`src/pkg/irq_ctl_pkg.sv`:
```
package irq_ctl_pkg;

	// ---------------------------------------------------------------
	// Sizes
	// ---------------------------------------------------------------
	localparam int NUM_SRC = 12;                   // Event lines from peripherals
	localparam int NUM_GRP = 10;                   // Enable/priority groups seen by the core
	localparam int MAIN_GRP = 7;                   // Groups held in the main registers

	// ---------------------------------------------------------------
	// Register indices (byte address = index * 4)
	// ---------------------------------------------------------------
	localparam logic [7:0] IDX_ENABLE_MAIN   = 8'ha8;
	localparam logic [7:0] IDX_ENABLE_PRIO_2 = 8'ha9;
	localparam logic [7:0] IDX_PRIORITY_MAIN = 8'hb8;
	localparam logic [7:0] IDX_EVENT_STATUS  = 8'hc0;
	localparam logic [7:0] IDX_EVENT_MASK    = 8'hc1;
	localparam logic [7:0] IDX_CORE_STATE    = 8'hc2;

	// ---------------------------------------------------------------
	// Reset values and writable bits
	// ---------------------------------------------------------------
	localparam logic [7:0]  RST_ENABLE_MAIN   = 8'h00;
	localparam logic [7:0]  RST_ENABLE_PRIO_2 = 8'ha0;
	localparam logic [7:0]  RST_PRIORITY_MAIN = 8'h00;
	localparam logic [11:0] RST_EVENT_MASK    = 12'h000;
	localparam logic [7:0]  WMASK_ENABLE_MAIN = 8'hff;
	localparam logic [7:0]  WMASK_ENABLE_PRIO_2 = 8'h77;
	localparam logic [7:0]  WMASK_PRIORITY_MAIN = 8'h7f;
	localparam logic [7:0]  RDONE_ENABLE_PRIO_2 = 8'h80;   // Reserved bit reading one

	// ---------------------------------------------------------------
	// Field positions
	// ---------------------------------------------------------------
	localparam int BIT_GLOBAL_EN = 7;              // Global enable in main enable register
	localparam int SEC_EN_LSB    = 0;              // Secondary enables, bits 2:0
	localparam int SEC_PRIO_LSB  = 4;              // Secondary priorities, bits 6:4
	localparam int SEC_GRP       = 3;              // Groups in the secondary register

	// ---------------------------------------------------------------
	// Event line and group numbers
	// ---------------------------------------------------------------
	localparam int SRC_UART_RX = 4;
	localparam int SRC_UART_TX = 5;
	localparam int SRC_T2_OVF  = 6;
	localparam int SRC_T2_EXT  = 7;
	localparam int GRP_UART    = 4;
	localparam int GRP_TIMER2  = 5;

	// ---------------------------------------------------------------
	// Types
	// ---------------------------------------------------------------
	typedef struct packed {
		logic       valid;                         // Request to core pending
		logic       high;                          // Level of the request
		logic [3:0] vector;                        // Group number of the winner
	} core_req_t;

	typedef enum logic {
		BUS_IDLE,
		BUS_ANSWER
	} bus_state_t;

endpackage : irq_ctl_pkg

```
`src/verilog/irq_enable_priority_ctl.sv`:
```
`timescale 1ns/1ps
module irq_enable_priority_ctl (
	input  wire logic                   CORE_CLK,
	input  wire logic                   SYS_RST,
	input  wire logic                   CLK_EN,
	input  wire logic [9:0]             AVS_ADDRESS,
	input  wire logic                   AVS_READ,
	input  wire logic                   AVS_WRITE,
	input  wire logic [31:0]            AVS_WRITEDATA,
	input  wire logic [3:0]             AVS_BYTEENABLE,
	output logic      [31:0]            AVS_READDATA,
	output logic                        AVS_WAITREQUEST,
	input  wire logic [11:0]            SRC_EVENT,
	input  wire logic                   T2_BAUD_MODE,
	input  wire logic                   CORE_ACK,
	input  wire logic                   CORE_RETI,
	output irq_ctl_pkg::core_req_t      CORE_REQ,
	output logic                        IRQ
);
	import irq_ctl_pkg::*;

	// ---------------------------------------------------------------
	// Helpers
	// ---------------------------------------------------------------

	// Fold twelve event lines onto the ten groups the core sees
	function automatic logic [NUM_GRP-1:0] group_pending(input logic [NUM_SRC-1:0] st);
		logic [NUM_GRP-1:0] g;
		g = '0;
		g[3:0] = st[3:0];
		g[GRP_UART] = st[SRC_UART_RX] | st[SRC_UART_TX];
		g[GRP_TIMER2] = st[SRC_T2_OVF] | st[SRC_T2_EXT];
		g[9:6] = st[11:8];
		return g;
	endfunction : group_pending

	// Index match on a word-aligned byte address
	function automatic logic hit(input logic [9:0] addr, input logic [7:0] idx);
		return addr[9:2] == idx;
	endfunction : hit

	// Per-bit write enable from the two low byte lanes
	function automatic logic [11:0] lane_bits(input logic [3:0] be);
		return {{4{be[1]}}, {8{be[0]}}};
	endfunction : lane_bits

	// ---------------------------------------------------------------
	// Declarations
	// ---------------------------------------------------------------
	bus_state_t          bus_state_r;              // Handshake phase
	logic [7:0]          enable_main_r;            // Main enable register
	logic [6:0]          enable_prio_2_r;          // Secondary register, stored bits
	logic [7:0]          priority_main_r;          // Main priority register
	logic [NUM_SRC-1:0]  event_status_r;           // Sticky event bits
	logic [NUM_SRC-1:0]  event_status_nxt;         // Next sticky value
	logic [NUM_SRC-1:0]  event_mask_r;             // Mask for the IRQ line
	logic [NUM_SRC-1:0]  src_prev_r;               // Last sampled event lines
	logic [NUM_SRC-1:0]  src_rise;                 // New events this cycle
	logic                in_service_high_r;        // High-level routine running
	logic                in_service_low_r;         // Low-level routine running
	core_req_t           core_req_r;               // Registered request to core
	core_req_t           core_req_nxt;             // Candidate request
	logic [31:0]         readdata_r;               // Registered read answer
	logic [31:0]         read_mux;                 // Read data selection
	logic [7:0]          enable_prio_2_view;       // Secondary register as read
	logic                bus_req;                  // Read or write pending
	logic                bus_take;                 // Access completes this edge
	logic                wr_take;                  // Write completes this edge
	logic [11:0]         wr_bits;                  // Bits allowed by byteenable
	logic [NUM_GRP-1:0]  grp_enable;               // Per-group enable
	logic [NUM_GRP-1:0]  grp_priority;             // Per-group level, 1 = high
	logic [NUM_GRP-1:0]  grp_armed;                // Pending, enabled, global on
	logic                hi_found;                 // A high-level group armed
	logic                lo_found;                 // A low-level group armed
	logic [3:0]          hi_vec;                   // Lowest armed high group
	logic [3:0]          lo_vec;                   // Lowest armed low group

	// ---------------------------------------------------------------
	// Avalon slave handshake
	// ---------------------------------------------------------------

	// One wait state on every access; read data is ready with the answer
	assign bus_req = AVS_READ | AVS_WRITE;
	assign bus_take = bus_req && bus_state_r == BUS_ANSWER && CLK_EN;
	assign wr_take = bus_take && AVS_WRITE;
	assign wr_bits = lane_bits(AVS_BYTEENABLE);

	// Held high while frozen, so no access completes without state change
	assign AVS_WAITREQUEST = bus_req && !bus_take;
	assign AVS_READDATA = readdata_r;

	// Phase register: answer in the cycle after the request appears
	always_ff @(posedge CORE_CLK or posedge SYS_RST) begin
		if (SYS_RST) begin
			bus_state_r <= BUS_IDLE;
		end else if (CLK_EN) begin
			case (bus_state_r)
				BUS_IDLE: begin
					// Request seen, answer next edge
					if (bus_req) begin
						bus_state_r <= BUS_ANSWER;
					end
				end
				BUS_ANSWER: begin
					// Completed; master drops or starts a fresh access
					bus_state_r <= BUS_IDLE;
				end
				default: begin
					bus_state_r <= BUS_IDLE;
				end
			endcase
		end
	end

	// Secondary register view: reserved bit 7 reads one, bit 3 zero
	assign enable_prio_2_view = RDONE_ENABLE_PRIO_2 | {1'b0, enable_prio_2_r};

	// Read selection; unmapped addresses read zero
	always_comb begin
		read_mux = '0;
		if (hit(AVS_ADDRESS, IDX_ENABLE_MAIN)) begin
			read_mux[7:0] = enable_main_r;
		end else if (hit(AVS_ADDRESS, IDX_ENABLE_PRIO_2)) begin
			read_mux[7:0] = enable_prio_2_view;
		end else if (hit(AVS_ADDRESS, IDX_PRIORITY_MAIN)) begin
			read_mux[7:0] = priority_main_r & WMASK_PRIORITY_MAIN;
		end else if (hit(AVS_ADDRESS, IDX_EVENT_STATUS)) begin
			read_mux[NUM_SRC-1:0] = event_status_r;
		end else if (hit(AVS_ADDRESS, IDX_EVENT_MASK)) begin
			read_mux[NUM_SRC-1:0] = event_mask_r;
		end else if (hit(AVS_ADDRESS, IDX_CORE_STATE)) begin
			read_mux[7:0] = {core_req_r.vector, core_req_r.high, core_req_r.valid,
				in_service_high_r, in_service_low_r};
		end
	end

	// Read data captured in the idle phase, stands through the answer
	always_ff @(posedge CORE_CLK or posedge SYS_RST) begin
		if (SYS_RST) begin
			readdata_r <= '0;
		end else if (CLK_EN && bus_state_r == BUS_IDLE && AVS_READ) begin
			readdata_r <= read_mux;
		end
	end

	// ---------------------------------------------------------------
	// Enable and priority registers
	// ---------------------------------------------------------------

	// Only lane 0 carries these byte-wide registers
	always_ff @(posedge CORE_CLK or posedge SYS_RST) begin
		if (SYS_RST) begin
			enable_main_r <= RST_ENABLE_MAIN;
			enable_prio_2_r <= RST_ENABLE_PRIO_2[6:0];
			priority_main_r <= RST_PRIORITY_MAIN;
		end else if (wr_take && AVS_BYTEENABLE[0]) begin
			if (hit(AVS_ADDRESS, IDX_ENABLE_MAIN)) begin
				enable_main_r <= AVS_WRITEDATA[7:0] & WMASK_ENABLE_MAIN;
			end
			// Bit 3 is never stored, so a stray one there stays harmless
			if (hit(AVS_ADDRESS, IDX_ENABLE_PRIO_2)) begin
				enable_prio_2_r <= AVS_WRITEDATA[6:0] & WMASK_ENABLE_PRIO_2[6:0];
			end
			if (hit(AVS_ADDRESS, IDX_PRIORITY_MAIN)) begin
				priority_main_r <= AVS_WRITEDATA[7:0] & WMASK_PRIORITY_MAIN;
			end
		end
	end

	// ---------------------------------------------------------------
	// Event capture and interrupt line
	// ---------------------------------------------------------------

	// Overflow never counts while Timer 2 is the baud generator
	always_comb begin
		src_rise = SRC_EVENT & ~src_prev_r;
		if (T2_BAUD_MODE) begin
			src_rise[SRC_T2_OVF] = 1'b0;
		end
	end

	// Write one clears; a new event in the same cycle wins
	always_comb begin
		event_status_nxt = event_status_r;
		if (wr_take && hit(AVS_ADDRESS, IDX_EVENT_STATUS)) begin
			event_status_nxt = event_status_r & ~(AVS_WRITEDATA[NUM_SRC-1:0] & wr_bits);
		end
		event_status_nxt = event_status_nxt | src_rise;
	end

	// Edge memory; lines already high at reset release count as new
	always_ff @(posedge CORE_CLK or posedge SYS_RST) begin
		if (SYS_RST) begin
			src_prev_r <= '0;
		end else if (CLK_EN) begin
			src_prev_r <= SRC_EVENT;
		end
	end

	// Sticky status
	always_ff @(posedge CORE_CLK or posedge SYS_RST) begin
		if (SYS_RST) begin
			event_status_r <= '0;
		end else if (CLK_EN) begin
			event_status_r <= event_status_nxt;
		end
	end

	// Mask for the summary line, same layout as status
	always_ff @(posedge CORE_CLK or posedge SYS_RST) begin
		if (SYS_RST) begin
			event_mask_r <= RST_EVENT_MASK;
		end else if (wr_take && hit(AVS_ADDRESS, IDX_EVENT_MASK)) begin
			event_mask_r <= (event_mask_r & ~wr_bits) | (AVS_WRITEDATA[NUM_SRC-1:0] & wr_bits);
		end
	end

	// Level line, combinational from flops only
	assign IRQ = |(event_status_r & event_mask_r);

	// ---------------------------------------------------------------
	// Arbitration toward the core
	// ---------------------------------------------------------------

	// Group enables and levels gathered from the three registers
	assign grp_enable = {enable_prio_2_r[SEC_EN_LSB +: SEC_GRP], enable_main_r[MAIN_GRP-1:0]};
	assign grp_priority = {enable_prio_2_r[SEC_PRIO_LSB +: SEC_GRP], priority_main_r[MAIN_GRP-1:0]};
	assign grp_armed = group_pending(event_status_r) & grp_enable
		& {NUM_GRP{enable_main_r[BIT_GLOBAL_EN]}};

	// Fixed poll order within a level: lowest group number wins
	always_comb begin
		hi_found = 1'b0;
		lo_found = 1'b0;
		hi_vec = '0;
		lo_vec = '0;
		for (int i = NUM_GRP - 1; i >= 0; i--) begin
			if (grp_armed[i] && grp_priority[i]) begin
				hi_found = 1'b1;
				hi_vec = 4'(i);
			end
			if (grp_armed[i] && !grp_priority[i]) begin
				lo_found = 1'b1;
				lo_vec = 4'(i);
			end
		end
	end

	// High may interrupt a low routine; low waits for an idle core
	always_comb begin
		core_req_nxt = '0;
		if (hi_found && !in_service_high_r) begin
			core_req_nxt.valid = 1'b1;
			core_req_nxt.high = 1'b1;
			core_req_nxt.vector = hi_vec;
		end else if (lo_found && !in_service_high_r && !in_service_low_r) begin
			core_req_nxt.valid = 1'b1;
			core_req_nxt.vector = lo_vec;
		end
	end

	// Request dropped for one cycle after an acknowledge so the new
	// in-service level is seen before anything is offered again
	always_ff @(posedge CORE_CLK or posedge SYS_RST) begin
		if (SYS_RST) begin
			core_req_r <= '0;
		end else if (CLK_EN) begin
			if (CORE_ACK) begin
				core_req_r <= '0;
			end else begin
				core_req_r <= core_req_nxt;
			end
		end
	end

	assign CORE_REQ = core_req_r;

	// In-service levels: acknowledge enters, return leaves the top one
	always_ff @(posedge CORE_CLK or posedge SYS_RST) begin
		if (SYS_RST) begin
			in_service_high_r <= 1'b0;
			in_service_low_r <= 1'b0;
		end else if (CLK_EN) begin
			if (CORE_ACK && core_req_r.valid) begin
				// Entry at the offered level
				if (core_req_r.high) begin
					in_service_high_r <= 1'b1;
				end else begin
					in_service_low_r <= 1'b1;
				end
			end else if (CORE_RETI) begin
				// Return closes the innermost routine
				if (in_service_high_r) begin
					in_service_high_r <= 1'b0;
				end else begin
					in_service_low_r <= 1'b0;
				end
			end
		end
	end

endmodule : irq_enable_priority_ctl

```
`config.mk`:
```
export PLATFORM = sky130hd
export DESIGN_NAME = irq_enable_priority_ctl
export DESIGN_NICKNAME = d
export VERILOG_FILES = /design/src/pkg/irq_ctl_pkg.sv /design/src/verilog/irq_enable_priority_ctl.sv
export SDC_FILE = /design/constraint.sdc
export NUM_CORES = 1
export LEC_CHECK = 0
export BUFFER_PORTS_ARGS = -buffer_cell sky130_fd_sc_hd__buf_2
export CAP_MARGIN = 20
export CORE_ASPECT_RATIO = 0.75
export CORE_UTILIZATION = 38
export CTS_BUF_LIST = sky130_fd_sc_hd__clkbuf_8
export DETAILED_ROUTE_END_ITERATION = 16
export PLACE_DENSITY = 0.72
export SLEW_MARGIN = 20
export SYNTH_ARGS = -nofsm -noshare
export SYNTH_HDL_FRONTEND = slang
export SYNTH_SLANG_ARGS = --single-unit
```
`constraint.sdc`:
```
create_clock -name CORE_CLK -period 4.6 [get_ports CORE_CLK]
set_clock_uncertainty 0.15 [all_clocks]
set_input_delay 1.15 -clock CORE_CLK [delete_from_list [all_inputs] [get_ports CORE_CLK]]
set_output_delay 1.15 -clock CORE_CLK [all_outputs]
set_load 0.01 [all_outputs]
```
# Yosys cells after proc, flatten, opt, wreduce, memory -nomap -nowiden
# Cells that the tools add are included.
[op_classes]
eq_ne = 9
muxes = 67
bitwise = 16
reduce_logical = 53
[op_table]
columns = ["op", "count"]
rows = [
  ["2-to-1 mux 4 bit", 26],
  ["bitwise AND 12 bit", 5],
  ["== test 8 bit, second input constant", 6],
  ["2-to-1 mux 8 bit", 5],
  ["NOT 12 bit", 3],
  ["logical AND 1 bit", 33],
  ["2-to-1 mux 1 bit", 32],
  ["2-to-1 mux 12 bit", 2],
  ["OR 12 bit", 2],
  ["bitwise AND 10 bit", 2],
  ["zero test 1 bit", 13],
  ["OR reduction 12 bit", 1],
  ["2-to-1 mux 6 bit", 1],
  ["AND reduction 2 bit", 3],
  ["!= test 2 bit, second input constant", 2],
  ["AND reduction 4 bit", 1],
  ["OR 1 bit", 3],
  ["AND reduction 3 bit", 1],
  ["!= test 2 x 1 -> 1 bit, second input constant", 1],
  ["case mux 1 bit (2 select lines)", 1],
  ["nonzero test 2 bit", 1],
  ["NOT 1 bit", 1],
]
[totals]
ff_bits = 78
inputBits = 66
out_inout_bits = 40
word_cells = 158

# Logic depth before layout (Yosys ltp)
[depth]
depth_word = 19
ltp_mapped = 8
mapped_depth_nobuf = 6

# Least setup slack after synthesis
# OpenSTA, ideal clock, no wires.
[synth_timing]
path_type = "input port to output port"
start = "input CLK_EN"
end = "output AVS_WAITREQUEST"
arrival_time_ps = 2022
required_ps = 3300
slack_ps = 1278
path_stages = 4
n_path_buf = 3
cell_sequence = "buf_2 clkbuf_1 clkbuf_1 a21oi_1"
[synth_via]
elab_chain_cells = 3
[synth_rtl]
columns = ["element", "line", "rtl"]
rows = [
  ["start, declared", "irq_enable_priority_ctl.sv:5", "input wire logic CLK_EN,"],
  ["logical AND 1 bit", "irq_enable_priority_ctl.sv:84", "assign bus_take = bus_req && bus_state_r == BUS_ANSWER && CLK_EN;"],
  ["zero test 1 bit", "irq_enable_priority_ctl.sv:89", "assign AVS_WAITREQUEST = bus_req && !bus_take;"],
  ["logical AND 1 bit", "irq_enable_priority_ctl.sv:89", ""],
  ["end, declared", "irq_enable_priority_ctl.sv:12", "output logic AVS_WAITREQUEST,"],
]
# No other way between the ends.

# Worst setup path in the final report
[layout_timing]
start = "register event_status_r[6]"
end = "output IRQ"
[layout_via]
elab_chain_cells = 2
[layout_rtl]
columns = ["element", "line", "rtl"]
rows = [
  ["start, declared", "irq_enable_priority_ctl.sv:54", "logic [NUM_SRC-1:0] event_status_r;"],
  ["start signal, assigned", "irq_enable_priority_ctl.sv:205", "event_status_r <= event_status_nxt;"],
  ["bitwise AND 12 bit", "irq_enable_priority_ctl.sv:219", "assign IRQ = |(event_status_r & event_mask_r);"],
  ["OR reduction 12 bit", "irq_enable_priority_ctl.sv:219", ""],
  ["end, declared", "irq_enable_priority_ctl.sv:18", "output logic IRQ"],
]
# No other way between the ends.

==> impl_metrics.py <==
metrics = {
    "global_routing": {
        "antenna_found_initial": 0,
        "grt_pass1_vias": 3173,
        "grt_pass1_wl_mm": 17.5,
        "grtUsageTotal_pct": 21.2,
        "grt-ovfl-total": 0,
        "grt_max_degree": 79,
    },
    "floorplanning": {
        "die_w_um": 122,
        "start_util_pct": 39.6,
        "ioPinCount": 106,
        "num_rows": 32,
        "dieArea_um2": 11300,
        "core_area_um2": 10400,
        "die_height_um": 92.2,
    },
    "power_and_ir_drop": {
        "p_sw_share_pct": 25.9,
        "seq_power_share_pct": 53.7,
        "power.total_uw": 1330,
        "peakVddDrop_uv": 196,
        "p_per_area_nw_per_um2": 286,
        "power_leakage_uw": 0.00215,
        "switching_power_uw": 345,
        "pwr-share-comb_pct": 8.5,
        "p_int_uw": 986,
        "clockPowerShare_pct": 37.8,
    },
    "timing": {
        "tightest_slew_ns": 0.742,
        "rsz0062_at_grt": "false",
        "setup_viol": 0,
        "drv_slew": 0,
        "slew_headroom_pct": 50.5,
        "hold_viol_final": 0,
        "final.setup.tns_ns": 0,
        "finalCritPeriodShare_pct": 65.5,
        "max_freq_mhz": 332,
        "fin_crit_ns": 3.01,
    },
    "critical_path": {
        "timing.rr.start": "enable_main_r[7]",
        "path_class": "reg -> out",
        "arrival_ns": 1.71,
        "cp-start-kind": "flop",
        "r2r_cells": 6,
        "crit_required_ns": 3.30,
        "cp_max_fo": 5,
        "setup.worst_path.start": "event_status_r[6]",
        "endpoint_kind": "output port",
    },
    "yosys": {
        "synth_compound_area_share_pct": 16.7,
        "synthesis.area_um2": 4120,
        "synth_most_common_cell": "dfrtp_1",
        "async_flop_share_pct": 100,
        "synth_simple_gate_area_share_pct": 15.7,
        "seq_area_frac_synth_pct": 47.4,
        "synth-edff-count": 0,
        "synthMuxAreaShare_pct": 13.1,
        "ys.flop_type": "dfrtp_1",
        "syn_inst": 401,
        "ys_top_cells_by_count": "dfrtp_1 (77), nand2_1 (51), mux2_2 (39)",
        "avgSynthCellArea_um2": 10.3,
        "synth_area_leaders": "dfrtp_1 (47%), mux2_2 (11%), nand2_1 (4.6%)",
        "synthAdderAreaFrac_pct": 0,
        "synth_top_family_by_area": "compound AO/OA/AOI/OAI gates",
        "yosys_warnings": 0,
        "synth_top_cell_by_area": "dfrtp_1",
        "synth_top_cell_area_share_pct": 46.7,
        "synth.distinct_cells": 59,
        "synth_xor_area_share_pct": 0,
        "ys_seq_elements": 78,
    },
    "cts": {
        "cts_resized": 0,
        "h-tree-depth": 3,
        "path_clk_slew_ns": 0.08,
        "cts_made_buffers": 9,
        "clock_sinks": 78,
        "clkLatencyLatePin_ns": 0.36,
        "cts_tree": "done",
        "cts_setup_buffers": 0,
        "clock_tree.root_cell": "clkbuf_8",
        "clock_path_buffers": 2,
        "hold_buffers": 0,
    },
    "finish": {
        "fin_cells": 599,
        "n_antenna_cell": 0,
        "drive_gt1_share_pct": 28.3,
        "area_growth_pct": 12.9,
        "layout.nets": 524,
    },
    "detailed_routing": {
        "ant_nets": 0,
        "wl_per_cell_um": 18.8,
        "drt-total-wl_mm": 11.3,
        "via_count": 3367,
        "drtIter0Drc": 252,
        "route.detailed.drc": 0,
        "first_pass_iters": 5,
        "vias_per_cell": 5.62,
    },
    "placement": {
        "gp_congestion": 0.934,
        "dp.cells": 583,
        "numPortBuffers": 61,
        "dp_hpwl_mm": 8.52,
    },
    "job": {
        "maxCapViolCount": 0,
    },
    "min_path": {
        "hold_start": "src_prev_r[0]",
        "hold_class": "reg -> reg",
        "min_path_cells": 1,
    },
    "run_status": {
        "outcome": "complete, no violations",
    },
}
kinds of logic (layout without fill, tap and decap cells):
| group | after synthesis | in the layout |
|---|---|---|
| other | 1 | 20 |
| and+or+nand+nor | 120 | 120 |
| DFF | 78 | 78 |
| AOI/OAI and AO/OA | 99 | 99 |
| buffers and inverters | 54 | 97 |
| muxes | 49 | 49 |
critical path, stage by stage, from the launching register on:
cell	delay [ns]
dfrtp_1	0.47
a22o_1	0.28
a221oi_1	0.32
nand3_1	0.13
buf_2	0.16
power by group through the flow:
stage                     combinational (µW)  clock, µW  sequential (µW)
final                                    113        503              715
after global routing                     127        550              717
after CTS                                113        518              715
after detailed placement                 113          0              728
after global placement                   109          0              727
after floorplan                         82.0          0              724
worst paths after layout:
kind	end	slack, ns
min in group asynchronous	priority_main_r[1]	0.82
min reg2reg	event_status_r[0]	0.29
max reg2reg	CORE_REQ[1]	2.13
min	event_status_r[0]	0.29
max in group asynchronous	src_prev_r[6]	2.97
max	IRQ	1.59
cell usage in the layout, fill, tap and decap left out, types with 3 or more instances in the layout:
cell type / count
a22oi_1: 4
mux2_2: 39
a22o_1: 3
a32o_1: 6
a222oi_1: 4
inv_1: 18
a21oi_1: 11
nand4_1: 11
nor2b_1: 6
clkbuf_8: 9
buf_2: 61
clkinvlp_4: 3
mux2i_1: 10
o22ai_1: 4
nand4b_1: 7
nand3_1: 5
a221oi_1: 4
nor2_1: 15
conb_1: 20
nand2b_1: 4
and4_1: 3
o21ai_0: 37
nand2_1: 51
dfrtp_1: 77
o2bb2ai_1: 5
metal layers:
| metal | track usage [%] | wire [µm] | part of all wire, % |
|---|---|---|---|
| met1 | 31.8 | 5570 | 49 |
| met2 | 29.6 | 4670 | 41 |
| met3 | 5.16 | 831 | 7.4 |
| met4 | 6.30 | 201 | 1.8 |
| met5 | 0 | 0 | 0 |
final cells by class:
class | count | area [µm²]
multi-input combinational | 288 | 1950
timing repair buffer | 63 | 324
fill | 1026 | 5750
tap | 136 | 170
sequential | 78 | 1950
clock inverter | 7 | 66.3
inverter | 18 | 67.6
clock buffer | 9 | 124
per-stage QoR:
step           utilization [%]  hold slack [ns]  instance area (µm²)  setup WS (ns)
3_3_place_gp              42.9            0.273                 4460           1.35
6_report                  44.7            0.292                 4660           1.59
5_1_grt                   44.7            0.312                 4660           1.45
2_1_floorplan                -            0.266                 4200           1.28
3_5_place_dp              42.9            0.290                 4460           1.32
4_1_cts                   44.7            0.303                 4650           1.58
(Power assumes the default switching activity.)
